$ cat src/pkg/rcdm_pkg.sv
/*
 * Package for the reference clock demodulator control block: register
 * indices, control field layout, reset values and detection thresholds.
 * Assumes a 32-bit classic Wishbone register port and byte-wide registers.
 */
`default_nettype none

package rcdm_pkg;

    // Number of reference inputs and demodulators
    localparam int unsigned N_REF = 4;

    // Register indices; byte address is four times the index
    localparam logic [9:0] IDX_BAND_PAIR_A   = 10'h301;
    localparam logic [9:0] IDX_CTRL_REF_A    = 10'h302;
    localparam logic [9:0] IDX_CTRL_REF_A2   = 10'h303;
    localparam logic [9:0] IDX_BAND_PAIR_B   = 10'h305;
    localparam logic [9:0] IDX_CTRL_REF_B    = 10'h306;
    localparam logic [9:0] IDX_CTRL_REF_B2   = 10'h307;
    localparam logic [9:0] IDX_STATUS        = 10'h308;

    // Field positions within a control register; BIT_BAND is the bit within a band register
    localparam int unsigned BIT_SENS_LO      = 0;
    localparam int unsigned BIT_EXP_POL      = 2;
    localparam int unsigned BIT_ENABLE       = 3;
    localparam int unsigned BIT_SYNC_LO      = 4;
    localparam int unsigned BIT_PERSIST      = 6;
    localparam int unsigned BIT_AUTO_POL     = 7;
    localparam int unsigned BIT_BAND         = 0;

    // Status register field positions
    localparam int unsigned BIT_STAT_POL_LO  = 0;
    localparam int unsigned BIT_STAT_PER_LO  = 4;

    // Reset values
    localparam logic [7:0] RST_CTRL          = 8'h00;
    localparam logic       RST_BAND          = 1'b0;

    // Measurement widths and counts
    localparam int unsigned MEAS_W           = 8;
    localparam int unsigned GAP_W            = 16;
    localparam logic [2:0]  PERSIST_MIN_EVT  = 3'd5;
    localparam logic [2:0]  CONSEC_MAX       = 3'd7;

    // Duty imbalance threshold (2*high - period, in samples) per sensitivity
    localparam logic [3:0] THR_SENS0         = 4'h1;
    localparam logic [3:0] THR_SENS1         = 4'h2;
    localparam logic [3:0] THR_SENS2         = 4'h4;
    localparam logic [3:0] THR_SENS3         = 4'h6;

    // Control register, bit order D7..D0
    typedef struct packed {
        logic       auto_pol;
        logic       persist;
        logic [1:0] sync_edge;
        logic       enable;
        logic       exp_pol;
        logic [1:0] sens;
    } rcdm_ctrl_s;

    // Per-channel status
    typedef struct packed {
        logic polarity;
        logic persist_active;
    } rcdm_stat_s;

endpackage

`default_nettype wire
$ cat src/hdl/rcdm_top.sv
/*
 * Reference clock demodulator control: four demodulators that find
 * duty-cycle modulation events on their carrier inputs, plus a classic
 * Wishbone register slave. Carrier pins are asynchronous to clk_sys and
 * are resynchronised; the carrier must be slow enough that clk_sys sees
 * each high and low phase (several samples per carrier period).
 */
`timescale 1ns/1ps
`default_nettype none

module rcdm_chan (
    // Clock and reset
    input  wire logic               clk_sys,
    input  wire logic               rst_b,
    // Carrier pin and settings
    input  wire logic               carrier_pin,
    input  wire rcdm_pkg::rcdm_ctrl_s ctrl,
    input  wire logic               band,
    // Results
    output logic                    demod_pulse,
    output rcdm_pkg::rcdm_stat_s    stat
);

    // Each carrier rise closes one measured cycle: high time against period
    // tells wide from narrow. Plain sample counts keep this small, at the
    // price of needing several clk_sys samples per carrier cycle.

    logic                           sync1_q;
    logic                           sync2_q;
    logic                           prev_q;
    logic                           rise;
    logic                           fall;
    logic [rcdm_pkg::MEAS_W-1:0]    phase_cnt_q;
    logic [rcdm_pkg::MEAS_W-1:0]    high_q;
    logic                           meas_ok_q;
    logic                           blank_q;
    logic signed [rcdm_pkg::MEAS_W+1:0] diff;
    logic [3:0]                     thr;
    logic                           wide;
    logic                           narrow;
    logic                           hit;
    logic                           real_evt;
    logic                           synth_evt;
    logic                           evt;
    logic [rcdm_pkg::GAP_W-1:0]     gap_q;
    logic [rcdm_pkg::GAP_W-1:0]     gap_next;
    logic [rcdm_pkg::GAP_W-1:0]     learned_q;
    logic [2:0]                     consec_q;
    logic                           armed_q;
    logic [1:0]                     dly_q;
    logic                           pulse_q;
    logic                           pol_q;

    // Two-flop resynchroniser, then an edge history flop
    // Only sync2_q feeds logic; sync1_q may still be settling
    always_ff @(posedge clk_sys or negedge rst_b) begin
        if (!rst_b) begin
            sync1_q <= 1'b0;
            sync2_q <= 1'b0;
            prev_q  <= 1'b0;
        end else begin
            sync1_q <= carrier_pin;
            sync2_q <= sync1_q;
            prev_q  <= sync2_q;
        end
    end

    assign rise = sync2_q & ~prev_q;
    assign fall = ~sync2_q & prev_q;

    // High time and period of the carrier, in clk_sys samples
    // Counter saturates, so a stalled carrier never wraps into a short period
    always_ff @(posedge clk_sys or negedge rst_b) begin
        if (!rst_b) begin
            phase_cnt_q <= '0;
            high_q      <= '0;
            meas_ok_q   <= 1'b0;
        end else if (!ctrl.enable) begin // Channel off clears all
            phase_cnt_q <= '0;
            high_q      <= '0;
            meas_ok_q   <= 1'b0;
        end else begin
            if (rise) begin
                phase_cnt_q <= rcdm_pkg::MEAS_W'(1);
                meas_ok_q   <= 1'b1; // First period after enable is partial
            end else if (phase_cnt_q != '1) begin
                phase_cnt_q <= phase_cnt_q + rcdm_pkg::MEAS_W'(1);
            end
            if (fall) begin
                high_q <= phase_cnt_q;
            end
        end
    end

    // Duty imbalance against a threshold set by sensitivity and band
    // A faster carrier gives fewer samples per cycle, so the same duty
    // step spans fewer counts; the upper band halves the threshold
    always_comb begin
        case (ctrl.sens)
            2'd0:    thr = rcdm_pkg::THR_SENS0;
            2'd1:    thr = rcdm_pkg::THR_SENS1;
            2'd2:    thr = rcdm_pkg::THR_SENS2;
            default: thr = rcdm_pkg::THR_SENS3;
        endcase
        thr = thr >> band; // Upper band has fewer samples per period
    end

    // Two spare bits keep the signed difference from overflowing
    assign diff   = $signed({1'b0, high_q, 1'b0}) - $signed({2'b00, phase_cnt_q});
    assign wide   = diff > $signed({6'd0, thr});  // Above half duty
    assign narrow = -diff > $signed({6'd0, thr}); // Below half duty

    // Which imbalance counts as an event start
    // Auto detection takes either order, which costs some sensitivity:
    // a lone narrow cycle from a noisy carrier also qualifies
    always_comb begin
        if (ctrl.auto_pol) begin
            hit = wide | narrow; // Expected polarity ignored here
        end else if (ctrl.exp_pol) begin
            hit = narrow;        // Alternate: narrow pulse first
        end else begin
            hit = wide;          // Normal: wide pulse first
        end
    end

    // Evaluate the finished carrier cycle on each rising edge
    // Synthetic events keep the learned spacing once enough real ones matched
    assign real_evt  = ctrl.enable & rise & meas_ok_q & ~blank_q & hit;
    assign gap_next  = (gap_q == '1) ? gap_q : gap_q + rcdm_pkg::GAP_W'(1);
    assign synth_evt = ctrl.enable & rise & ~real_evt & ctrl.persist
                       & (consec_q >= rcdm_pkg::PERSIST_MIN_EVT) & (gap_next == learned_q);
    assign evt       = real_evt | synth_evt;

    // The optional second, complementary pulse is not a new event
    always_ff @(posedge clk_sys or negedge rst_b) begin
        if (!rst_b) begin
            blank_q <= 1'b0;
        end else if (!ctrl.enable) begin
            blank_q <= 1'b0;
        end else if (rise) begin
            blank_q <= real_evt;
        end
    end

    // Modulation period learning and consecutive event count
    // A mismatched period restarts the count at one, so one stray or mistimed
    // event costs several periods before persistence is trusted again
    always_ff @(posedge clk_sys or negedge rst_b) begin
        if (!rst_b) begin
            gap_q     <= '0;
            learned_q <= '0;
            consec_q  <= '0;
        end else if (!ctrl.enable) begin
            gap_q     <= '0;
            learned_q <= '0;
            consec_q  <= '0;
        end else if (rise) begin
            if (evt) begin
                gap_q <= '0;
            end else begin
                gap_q <= gap_next;
            end
            if (real_evt) begin
                learned_q <= gap_next;
                if (gap_next == learned_q && consec_q != rcdm_pkg::CONSEC_MAX) begin
                    consec_q <= consec_q + 3'd1;
                end else if (gap_next != learned_q) begin
                    consec_q <= 3'd1;
                end
            end
        end
    end

    // Output pulse: one carrier period, 1..3 periods after the base edge
    // Events are at least eight periods apart, so a new event never
    // lands on a pulse that is still armed
    always_ff @(posedge clk_sys or negedge rst_b) begin
        if (!rst_b) begin
            armed_q <= 1'b0;
            dly_q   <= 2'd0;
            pulse_q <= 1'b0;
        end else if (!ctrl.enable) begin
            armed_q <= 1'b0;
            dly_q   <= 2'd0;
            pulse_q <= 1'b0;
        end else if (rise) begin
            pulse_q <= armed_q && dly_q == 2'd1;
            if (evt) begin
                armed_q <= 1'b1;
                // Sync edge 0 is not meaningful, treated as 1
                dly_q   <= (ctrl.sync_edge == 2'd0) ? 2'd1 : ctrl.sync_edge;
            end else if (armed_q) begin
                armed_q <= dly_q != 2'd1;
                dly_q   <= dly_q - 2'd1;
            end
        end
    end

    // Polarity latched per classified event, held in between
    // Forced low rather than held, so no stale polarity shows after a mode change
    always_ff @(posedge clk_sys or negedge rst_b) begin
        if (!rst_b) begin
            pol_q <= 1'b0;
        end else if (!ctrl.enable || !ctrl.auto_pol) begin
            pol_q <= 1'b0; // No indication without detection
        end else if (real_evt) begin
            pol_q <= narrow; // 0 normal, 1 alternate
        end
    end

    // Persistence is reported once the learned period is trusted
    assign demod_pulse         = pulse_q;
    assign stat.polarity       = pol_q;
    assign stat.persist_active = ctrl.persist & (consec_q >= rcdm_pkg::PERSIST_MIN_EVT);

endmodule // rcdm_chan

// Behaviour
// - Normal event: wide pulse, then optional narrow
// - Control D2 selects expected event polarity
// - Expected polarity ignored while auto detection on
// - Control D7 enables automatic polarity detection
// - Auto detection latches polarity per event
// - No polarity indication while detection off
// - Sensitivity D1:D0, zero most sensitive
// - Control D6 enables persistence
// - Persistence learns period, continues pulses after
// - Five consecutive events before persistent pulses
// - Band select D0, zero lower band
// - Each band bit covers one reference pair
// - Control D3 enables the demodulator
// - One-period pulse, 1..3 periods after base
module rcdm_top (
    // Clock and reset
    input  wire logic        clk_sys,
    input  wire logic        rst_b,
    // Wishbone classic slave
    input  wire logic        wb_cyc_i,
    input  wire logic        wb_stb_i,
    input  wire logic        wb_we_i,
    input  wire logic [11:0] wb_adr_i,
    input  wire logic [3:0]  wb_sel_i,
    input  wire logic [31:0] wb_dat_i,
    output logic      [31:0] wb_dat_o,
    output logic             wb_ack_o,
    // Carrier pins: reference_input_one .. reference_input_four
    input  wire logic [3:0]  ref_carrier,
    // Demodulated outputs
    output logic      [3:0]  demod_pulse,
    output logic      [3:0]  polarity_out
);

    // Control bytes in channel order: reference inputs one to four
    logic [7:0]              ctrl_q [rcdm_pkg::N_REF];
    logic                    band_a_q;
    logic                    band_b_q;
    logic                    ack_q;
    logic [31:0]             rdata_q;
    logic [9:0]              idx;
    logic                    req;
    logic                    wr_lane0;
    logic [31:0]             rdata_d;
    rcdm_pkg::rcdm_stat_s    stat [rcdm_pkg::N_REF];
    logic [3:0]              persist_act;

    assign idx      = wb_adr_i[11:2];
    assign req      = wb_cyc_i & wb_stb_i & ~ack_q;
    assign wr_lane0 = req & wb_we_i & wb_sel_i[0];

    // Register writes on the request cycle; only byte lane 0 carries data
    // The master holds its data until ack, so storing early is safe and
    // the stored value is the one that gets acknowledged
    always_ff @(posedge clk_sys or negedge rst_b) begin
        if (!rst_b) begin
            for (int i = 0; i < rcdm_pkg::N_REF; i++) begin
                ctrl_q[i] <= rcdm_pkg::RST_CTRL;
            end
            band_a_q <= rcdm_pkg::RST_BAND;
            band_b_q <= rcdm_pkg::RST_BAND;
        end else if (wr_lane0) begin
            case (idx)
                rcdm_pkg::IDX_CTRL_REF_A:  ctrl_q[0] <= wb_dat_i[7:0];
                rcdm_pkg::IDX_CTRL_REF_A2: ctrl_q[1] <= wb_dat_i[7:0];
                rcdm_pkg::IDX_CTRL_REF_B:  ctrl_q[2] <= wb_dat_i[7:0];
                rcdm_pkg::IDX_CTRL_REF_B2: ctrl_q[3] <= wb_dat_i[7:0];
                rcdm_pkg::IDX_BAND_PAIR_A: band_a_q  <= wb_dat_i[rcdm_pkg::BIT_BAND];
                rcdm_pkg::IDX_BAND_PAIR_B: band_b_q  <= wb_dat_i[rcdm_pkg::BIT_BAND];
                default: ;                 // Unmapped writes are dropped
            endcase
        end
    end

    // Read mux; unmapped indices read as zero
    // Status is a live snapshot; reading it clears nothing
    always_comb begin
        rdata_d = 32'h0000_0000;
        case (idx)
            rcdm_pkg::IDX_CTRL_REF_A:  rdata_d[7:0] = ctrl_q[0];
            rcdm_pkg::IDX_CTRL_REF_A2: rdata_d[7:0] = ctrl_q[1];
            rcdm_pkg::IDX_CTRL_REF_B:  rdata_d[7:0] = ctrl_q[2];
            rcdm_pkg::IDX_CTRL_REF_B2: rdata_d[7:0] = ctrl_q[3];
            rcdm_pkg::IDX_BAND_PAIR_A: rdata_d[rcdm_pkg::BIT_BAND] = band_a_q;
            rcdm_pkg::IDX_BAND_PAIR_B: rdata_d[rcdm_pkg::BIT_BAND] = band_b_q;
            rcdm_pkg::IDX_STATUS: begin
                rdata_d[rcdm_pkg::BIT_STAT_POL_LO +: 4] = polarity_out;
                rdata_d[rcdm_pkg::BIT_STAT_PER_LO +: 4] = persist_act;
            end
            default: rdata_d = 32'h0000_0000;
        endcase
    end

    // Every access is answered one cycle later, ack dropped the next
    // Registered ack costs a wait state but keeps the bus path short;
    // a strobe still high during ack is not taken a second time
    always_ff @(posedge clk_sys or negedge rst_b) begin
        if (!rst_b) begin
            ack_q   <= 1'b0;
            rdata_q <= 32'h0000_0000;
        end else begin
            ack_q   <= req;
            rdata_q <= req ? rdata_d : 32'h0000_0000;
        end
    end

    assign wb_ack_o = ack_q;
    assign wb_dat_o = rdata_q;

    // One demodulator per reference input; pairs share a band bit
    // Pair A serves inputs one and two, pair B inputs three and four
    for (genvar g = 0; g < rcdm_pkg::N_REF; g++) begin : g_chan
        rcdm_chan u_chan (
            .clk_sys     (clk_sys),
            .rst_b       (rst_b),
            .carrier_pin (ref_carrier[g]),
            .ctrl        (rcdm_pkg::rcdm_ctrl_s'(ctrl_q[g])),
            .band        ((g < 2) ? band_a_q : band_b_q),
            .demod_pulse (demod_pulse[g]),
            .stat        (stat[g])
        );
        assign polarity_out[g] = stat[g].polarity;
        assign persist_act[g]  = stat[g].persist_active;
    end

endmodule // rcdm_top

`default_nettype wire

$ cat config.mk
export PLATFORM = sky130hd
export DESIGN_NAME = rcdm_top
export DESIGN_NICKNAME = d
export VERILOG_FILES = /design/src/pkg/rcdm_pkg.sv /design/src/hdl/rcdm_top.sv
export SDC_FILE = /design/constraint.sdc
export NUM_CORES = 1
export LEC_CHECK = 0
export BUFFER_PORTS_ARGS = -buffer_cell sky130_fd_sc_hd__buf_2
export CAP_MARGIN = 40
export CORE_UTILIZATION = 30
export CTS_CLUSTER_DIAMETER = 120
export DETAILED_ROUTE_END_ITERATION = 8
export GPL_TIMING_DRIVEN = 0
export PLACE_DENSITY = 0.46
export SETUP_SLACK_MARGIN = 0.1
export SLEW_MARGIN = 20
export SYNTH_ARGS = -nofsm -noshare
export SYNTH_HDL_FRONTEND = slang
export SYNTH_SLANG_ARGS = --single-unit
$ cat constraint.sdc
create_clock -name clk_sys -period 4.7 [get_ports clk_sys]
set_input_delay 0.47 -clock clk_sys [delete_from_list [all_inputs] [get_ports clk_sys]]
set_output_delay 0.47 -clock clk_sys [all_outputs]
set_load 0.01 [all_outputs]
==> results.toml <==
[setup_path]
arrival_ns = 4.78
crit_type = "register to register"
rr_worst_depth = 14
worstPathCellList = "fa_1, xnor2_1, xnor2_1, ha_1, o21ai_0, a32oi_1, nand2b_1, o32a_1, o31ai_1, a221oi_2, nor3_2, buf_4, nand4_1, o21ai_0"
regToRegSetupSlack_ns = 0.40
critical_path_buf_inv_count = 1
setup.worst_path.end_class = "register"
crit_end = "g_chan[2].u_chan.gap_q[5]$_DFFE_PN0P_"
required_ns = 5.18
crit_start = "g_chan[2].u_chan.phase_cnt_q[0]$_DFFE_PN0P_"
worst_r2r_endpoint = "g_chan[2].u_chan.gap_q[5]$_DFFE_PN0P_"
path_max_fanout = 10
reg2reg_from = "g_chan[2].u_chan.phase_cnt_q[0]$_DFFE_PN0P_"
worst-path-stages = 14
crit_path_max_incr_delay_ns = 0.57
path_delay_family = "compound AO/OA/AOI/OAI gates"
slowest_stage = "nor3_2"
cp-start-kind = "register"

[routing]
drc_errors = 0
first_pass_iters = 8
via_per_inst = 5.22
via_count = 16500
drt_wl_total_mm = 53.6
first_iter_violations = 1160
ant_nets = 0
wl_per_cell_um = 17.0

[cells_and_area]
mostFrequentLayoutCells = "287 x dfrtp_1, 203 x nand2_1, 184 x nor2_1"
drive_gt1_frac = 0.112
area_delta_synth_final_pct = 15.3
final_common_cell = "dfrtp_1"
diodes = 0
num-nets-final = 2427
final_cell_area_mm2 = 0.0220
final.fill_count = 6460

[floorplanning]
die_h_um = 254
rows = 92
core-area_mm2 = 0.0630
start_util = 0.303
floorplan.io_pins = 98
dieArea_mm2 = 0.0646
die_w_um = 254

[synth]
syn_area_mm2 = 0.0191
synth_flop_cell = "dfrtp_1"
synthCells = 2167
yosysWarnings = 0
synth_seq_cells = 287
synth-edff-count = 0
async_reset_ff_frac = 1.00
ys_seq_area_frac = 0.376
synth.distinct_cells = 102
synth.avg_cell_area_um2 = 8.81

[run_status]
status = "completed"

[global_route]
antenna_found_initial = 4
grt_max_degree = 72
grt-ovfl-total = 0
met2_usage = 0.264
grt_pass1_wl_mm = 87.3
grt_busiest_layer = "met2"
use_met3 = 0.0294
use_met1 = 0.237
grt_pass1_vias = 16000
grt_usage = 0.168

[pwr]
power.share.combinational = 0.198
swShare = 0.294
p_total_w = 0.00713
p_int_w = 0.00504
p_leak_nw = 9.40
clkPwrFrac = 0.428
power.density_mw_per_mm2 = 324
vdd_drop_max_mv = 0.202
p_seq_frac = 0.373
switching_power_w = 0.00210

[clock_tree]
clock_path_buffers = 3
cts-root-buf = "clkbuf_16"
clock_latency_ns = 0.56
clk_pin_slew_worst_paths_ns = 0.06
clock_sinks = 287
cts_tree = "built"
cts.htree.levels = 2
cts_buffers = 39

[timing]
finalMaxSlewViolations = 0
tns_ns = 0
max_freq_mhz = 232
rsz0062_at_grt = "true"
fin_worst_skew_ns = 0.0227
layout_min_cycle_time_ns = 4.30
setup_viol = 0
finalHoldViolCount = 0
relSlewSlack = 0.432
finalCritPeriodShare = 0.916
worstMarginPinSlew_ns = 0.845
timing.hold.ws_ns = 0.187

[place]
place.gp.congestion = 0.877
dpl_cell_area_mm2 = 0.0206
io_buffer_count = 44
post-dp-hpwl_mm = 39.4

[min_path]
hold_class = "input port to register"

[job]
cap_viol_max_count = 0
-- power groups by stage --
stage | Sequential [W] | Clock, W | Combinational [W]
2_1_floorplan | 0.00268 | 0 | 0.00106
3_3_place_gp | 0.00270 | 0 | 0.00138
3_5_place_dp | 0.00270 | 0 | 0.00141
4_1_cts | 0.00266 | 0.00316 | 0.00142
5_1_grt | 0.00268 | 0.00326 | 0.00159
6_report | 0.00266 | 0.00306 | 0.00141
-- cell usage after synthesis, types with 6 or more instances --
| master | count | share of area |
|---|---|---|
| clkbuf_1 | 61 | 0.012 |
| buf_4 | 35 | 0.014 |
| a21oi_1 | 156 | 0.041 |
| o211a_1 | 7 | 0.0037 |
| nor2_1 | 184 | 0.036 |
| a21boi_0 | 9 | 0.0035 |
| xnor2_1 | 78 | 0.036 |
| mux2i_1 | 44 | 0.023 |
| a22oi_1 | 19 | 0.0075 |
| and3_1 | 29 | 0.0095 |
| inv_1 | 103 | 0.020 |
| nand4_1 | 43 | 0.014 |
| o2111ai_1 | 8 | 0.0037 |
| o21a_1 | 17 | 0.0067 |
| o31ai_1 | 11 | 0.0043 |
| ha_1 | 76 | 0.050 |
| a32o_1 | 6 | 0.0031 |
| nand3b_1 | 11 | 0.0043 |
| nand2_1 | 203 | 0.040 |
| o22ai_1 | 14 | 0.0046 |
| nand3_1 | 90 | 0.024 |
| and4_1 | 9 | 0.0041 |
| nor3b_1 | 8 | 0.0031 |
| nor4_1 | 22 | 0.0072 |
| and2_1 | 18 | 0.0059 |
| a31oi_1 | 39 | 0.013 |
| a222oi_1 | 8 | 0.0042 |
| nor2b_1 | 35 | 0.011 |
| or3_1 | 16 | 0.0052 |
| a31o_1 | 13 | 0.0060 |
| dfrtp_1 | 287 | 0.38 |
| or2_2 | 8 | 0.0026 |
| mux2_2 | 36 | 0.021 |
| nor3_1 | 58 | 0.015 |
| a211oi_1 | 15 | 0.0059 |
| o21ai_0 | 113 | 0.030 |
| xor2_1 | 42 | 0.019 |
| a21o_1 | 28 | 0.011 |
| o31a_1 | 6 | 0.0028 |
| nand2b_1 | 30 | 0.0098 |
| o211ai_1 | 11 | 0.0043 |
| buf_2 | 27 | 0.0071 |
-- worst register-to-register path: stages, from the launching register on --
cell      delay [ns]
dfrtp_1         0.49
fa_1            0.45
xnor2_1         0.43
xnor2_1         0.19
ha_1            0.27
o21ai_0         0.09
a32oi_1         0.09
nand2b_1        0.16
o32a_1          0.37
o31ai_1         0.37
a221oi_2        0.22
nor3_2          0.57
buf_4           0.32
nand4_1         0.10
o21ai_0         0.10
-- metal layers --
metal  up-vias  share of wire
li1       8041              -
met1      8058           0.49
met2       332           0.45
met3        75          0.045
met4         4          0.021
met5         -        0.00048
-- cell type report --
cell class | instances | area, um2 | area share
tap | 846 | 1060 | 0.0481
timing repair buffer | 59 | 432 | 0.0196
buffer | 134 | 731 | 0.0332
inverter | 105 | 394 | 0.0179
clock inverter | 13 | 185 | 0.00842
clock buffer | 55 | 1120 | 0.0508
multi-input combinational | 1664 | 10900 | 0.495
sequential | 287 | 7180 | 0.327
-- flip-flops by register name, indices dropped and copies added, names as in the netlist, 4 cells and up --
register and cells:
ctrl_q 32, g_chan.u_chan.armed_q 4, g_chan.u_chan.blank_q 4, g_chan.u_chan.consec_q 12, g_chan.u_chan.demod_pulse 4, g_chan.u_chan.dly_q 8
g_chan.u_chan.gap_q 64, g_chan.u_chan.high_q 32, g_chan.u_chan.learned_q 64, g_chan.u_chan.meas_ok_q 4, g_chan.u_chan.phase_cnt_q 32, g_chan.u_chan.pol_q 4
g_chan.u_chan.prev_q 4, g_chan.u_chan.sync1_q 4, g_chan.u_chan.sync2_q 4, wb_dat_o 8
-- how the worst min path moves through the flow --
stage                                            start                                  to  slack [ns]  cells past startpoint
floorplan                                        rst_b                band_a_q$_DFFE_PN0P_        0.17                      0
global placement    g_chan[1].u_chan.sync1_q$_DFF_PN0_  g_chan[1].u_chan.sync2_q$_DFF_PN0_        0.34                      0
detailed placement  g_chan[0].u_chan.sync1_q$_DFF_PN0_  g_chan[0].u_chan.sync2_q$_DFF_PN0_        0.34                      0
CTS                                           wb_stb_i                  wb_ack_o$_DFF_PN0_        0.15                      3
global route                               wb_dat_i[1]               ctrl_q[1]$_DFFE_PN0P_        0.17                      2
finish                                        wb_stb_i                  wb_ack_o$_DFF_PN0_        0.19                      3
-- what timing repair did --
item,CTS,global route
setup buffers,0,5
endpoints found under the setup margin,12,53
hold buffers,5,0
resized for setup,2,6
hold endpoints to repair,49,0
pin swaps,0,2
-- cells by family after synthesis --
kind of cell	share of synthesized area
and+or+nand+nor	0.211
AOI/OAI and AO/OA	0.192
DFF	0.376
buffers and inverters	0.0588
xor gates and xnor gates	0.0631
adders and majority gates	0.0540
muxes	0.0443
other	0.000197
-- per-stage QoR --
step            util  worst slack, ns  instances
5_1_grt        0.349           0.0402       3163
4_1_cts        0.348            0.113       3158
2_1_floorplan      -             1.06       2190
3_5_place_dp   0.327           0.0782       3085
3_3_place_gp   0.325            -2.79       3080
6_report       0.349            0.395       3163
(Power assumes the default switching activity.)
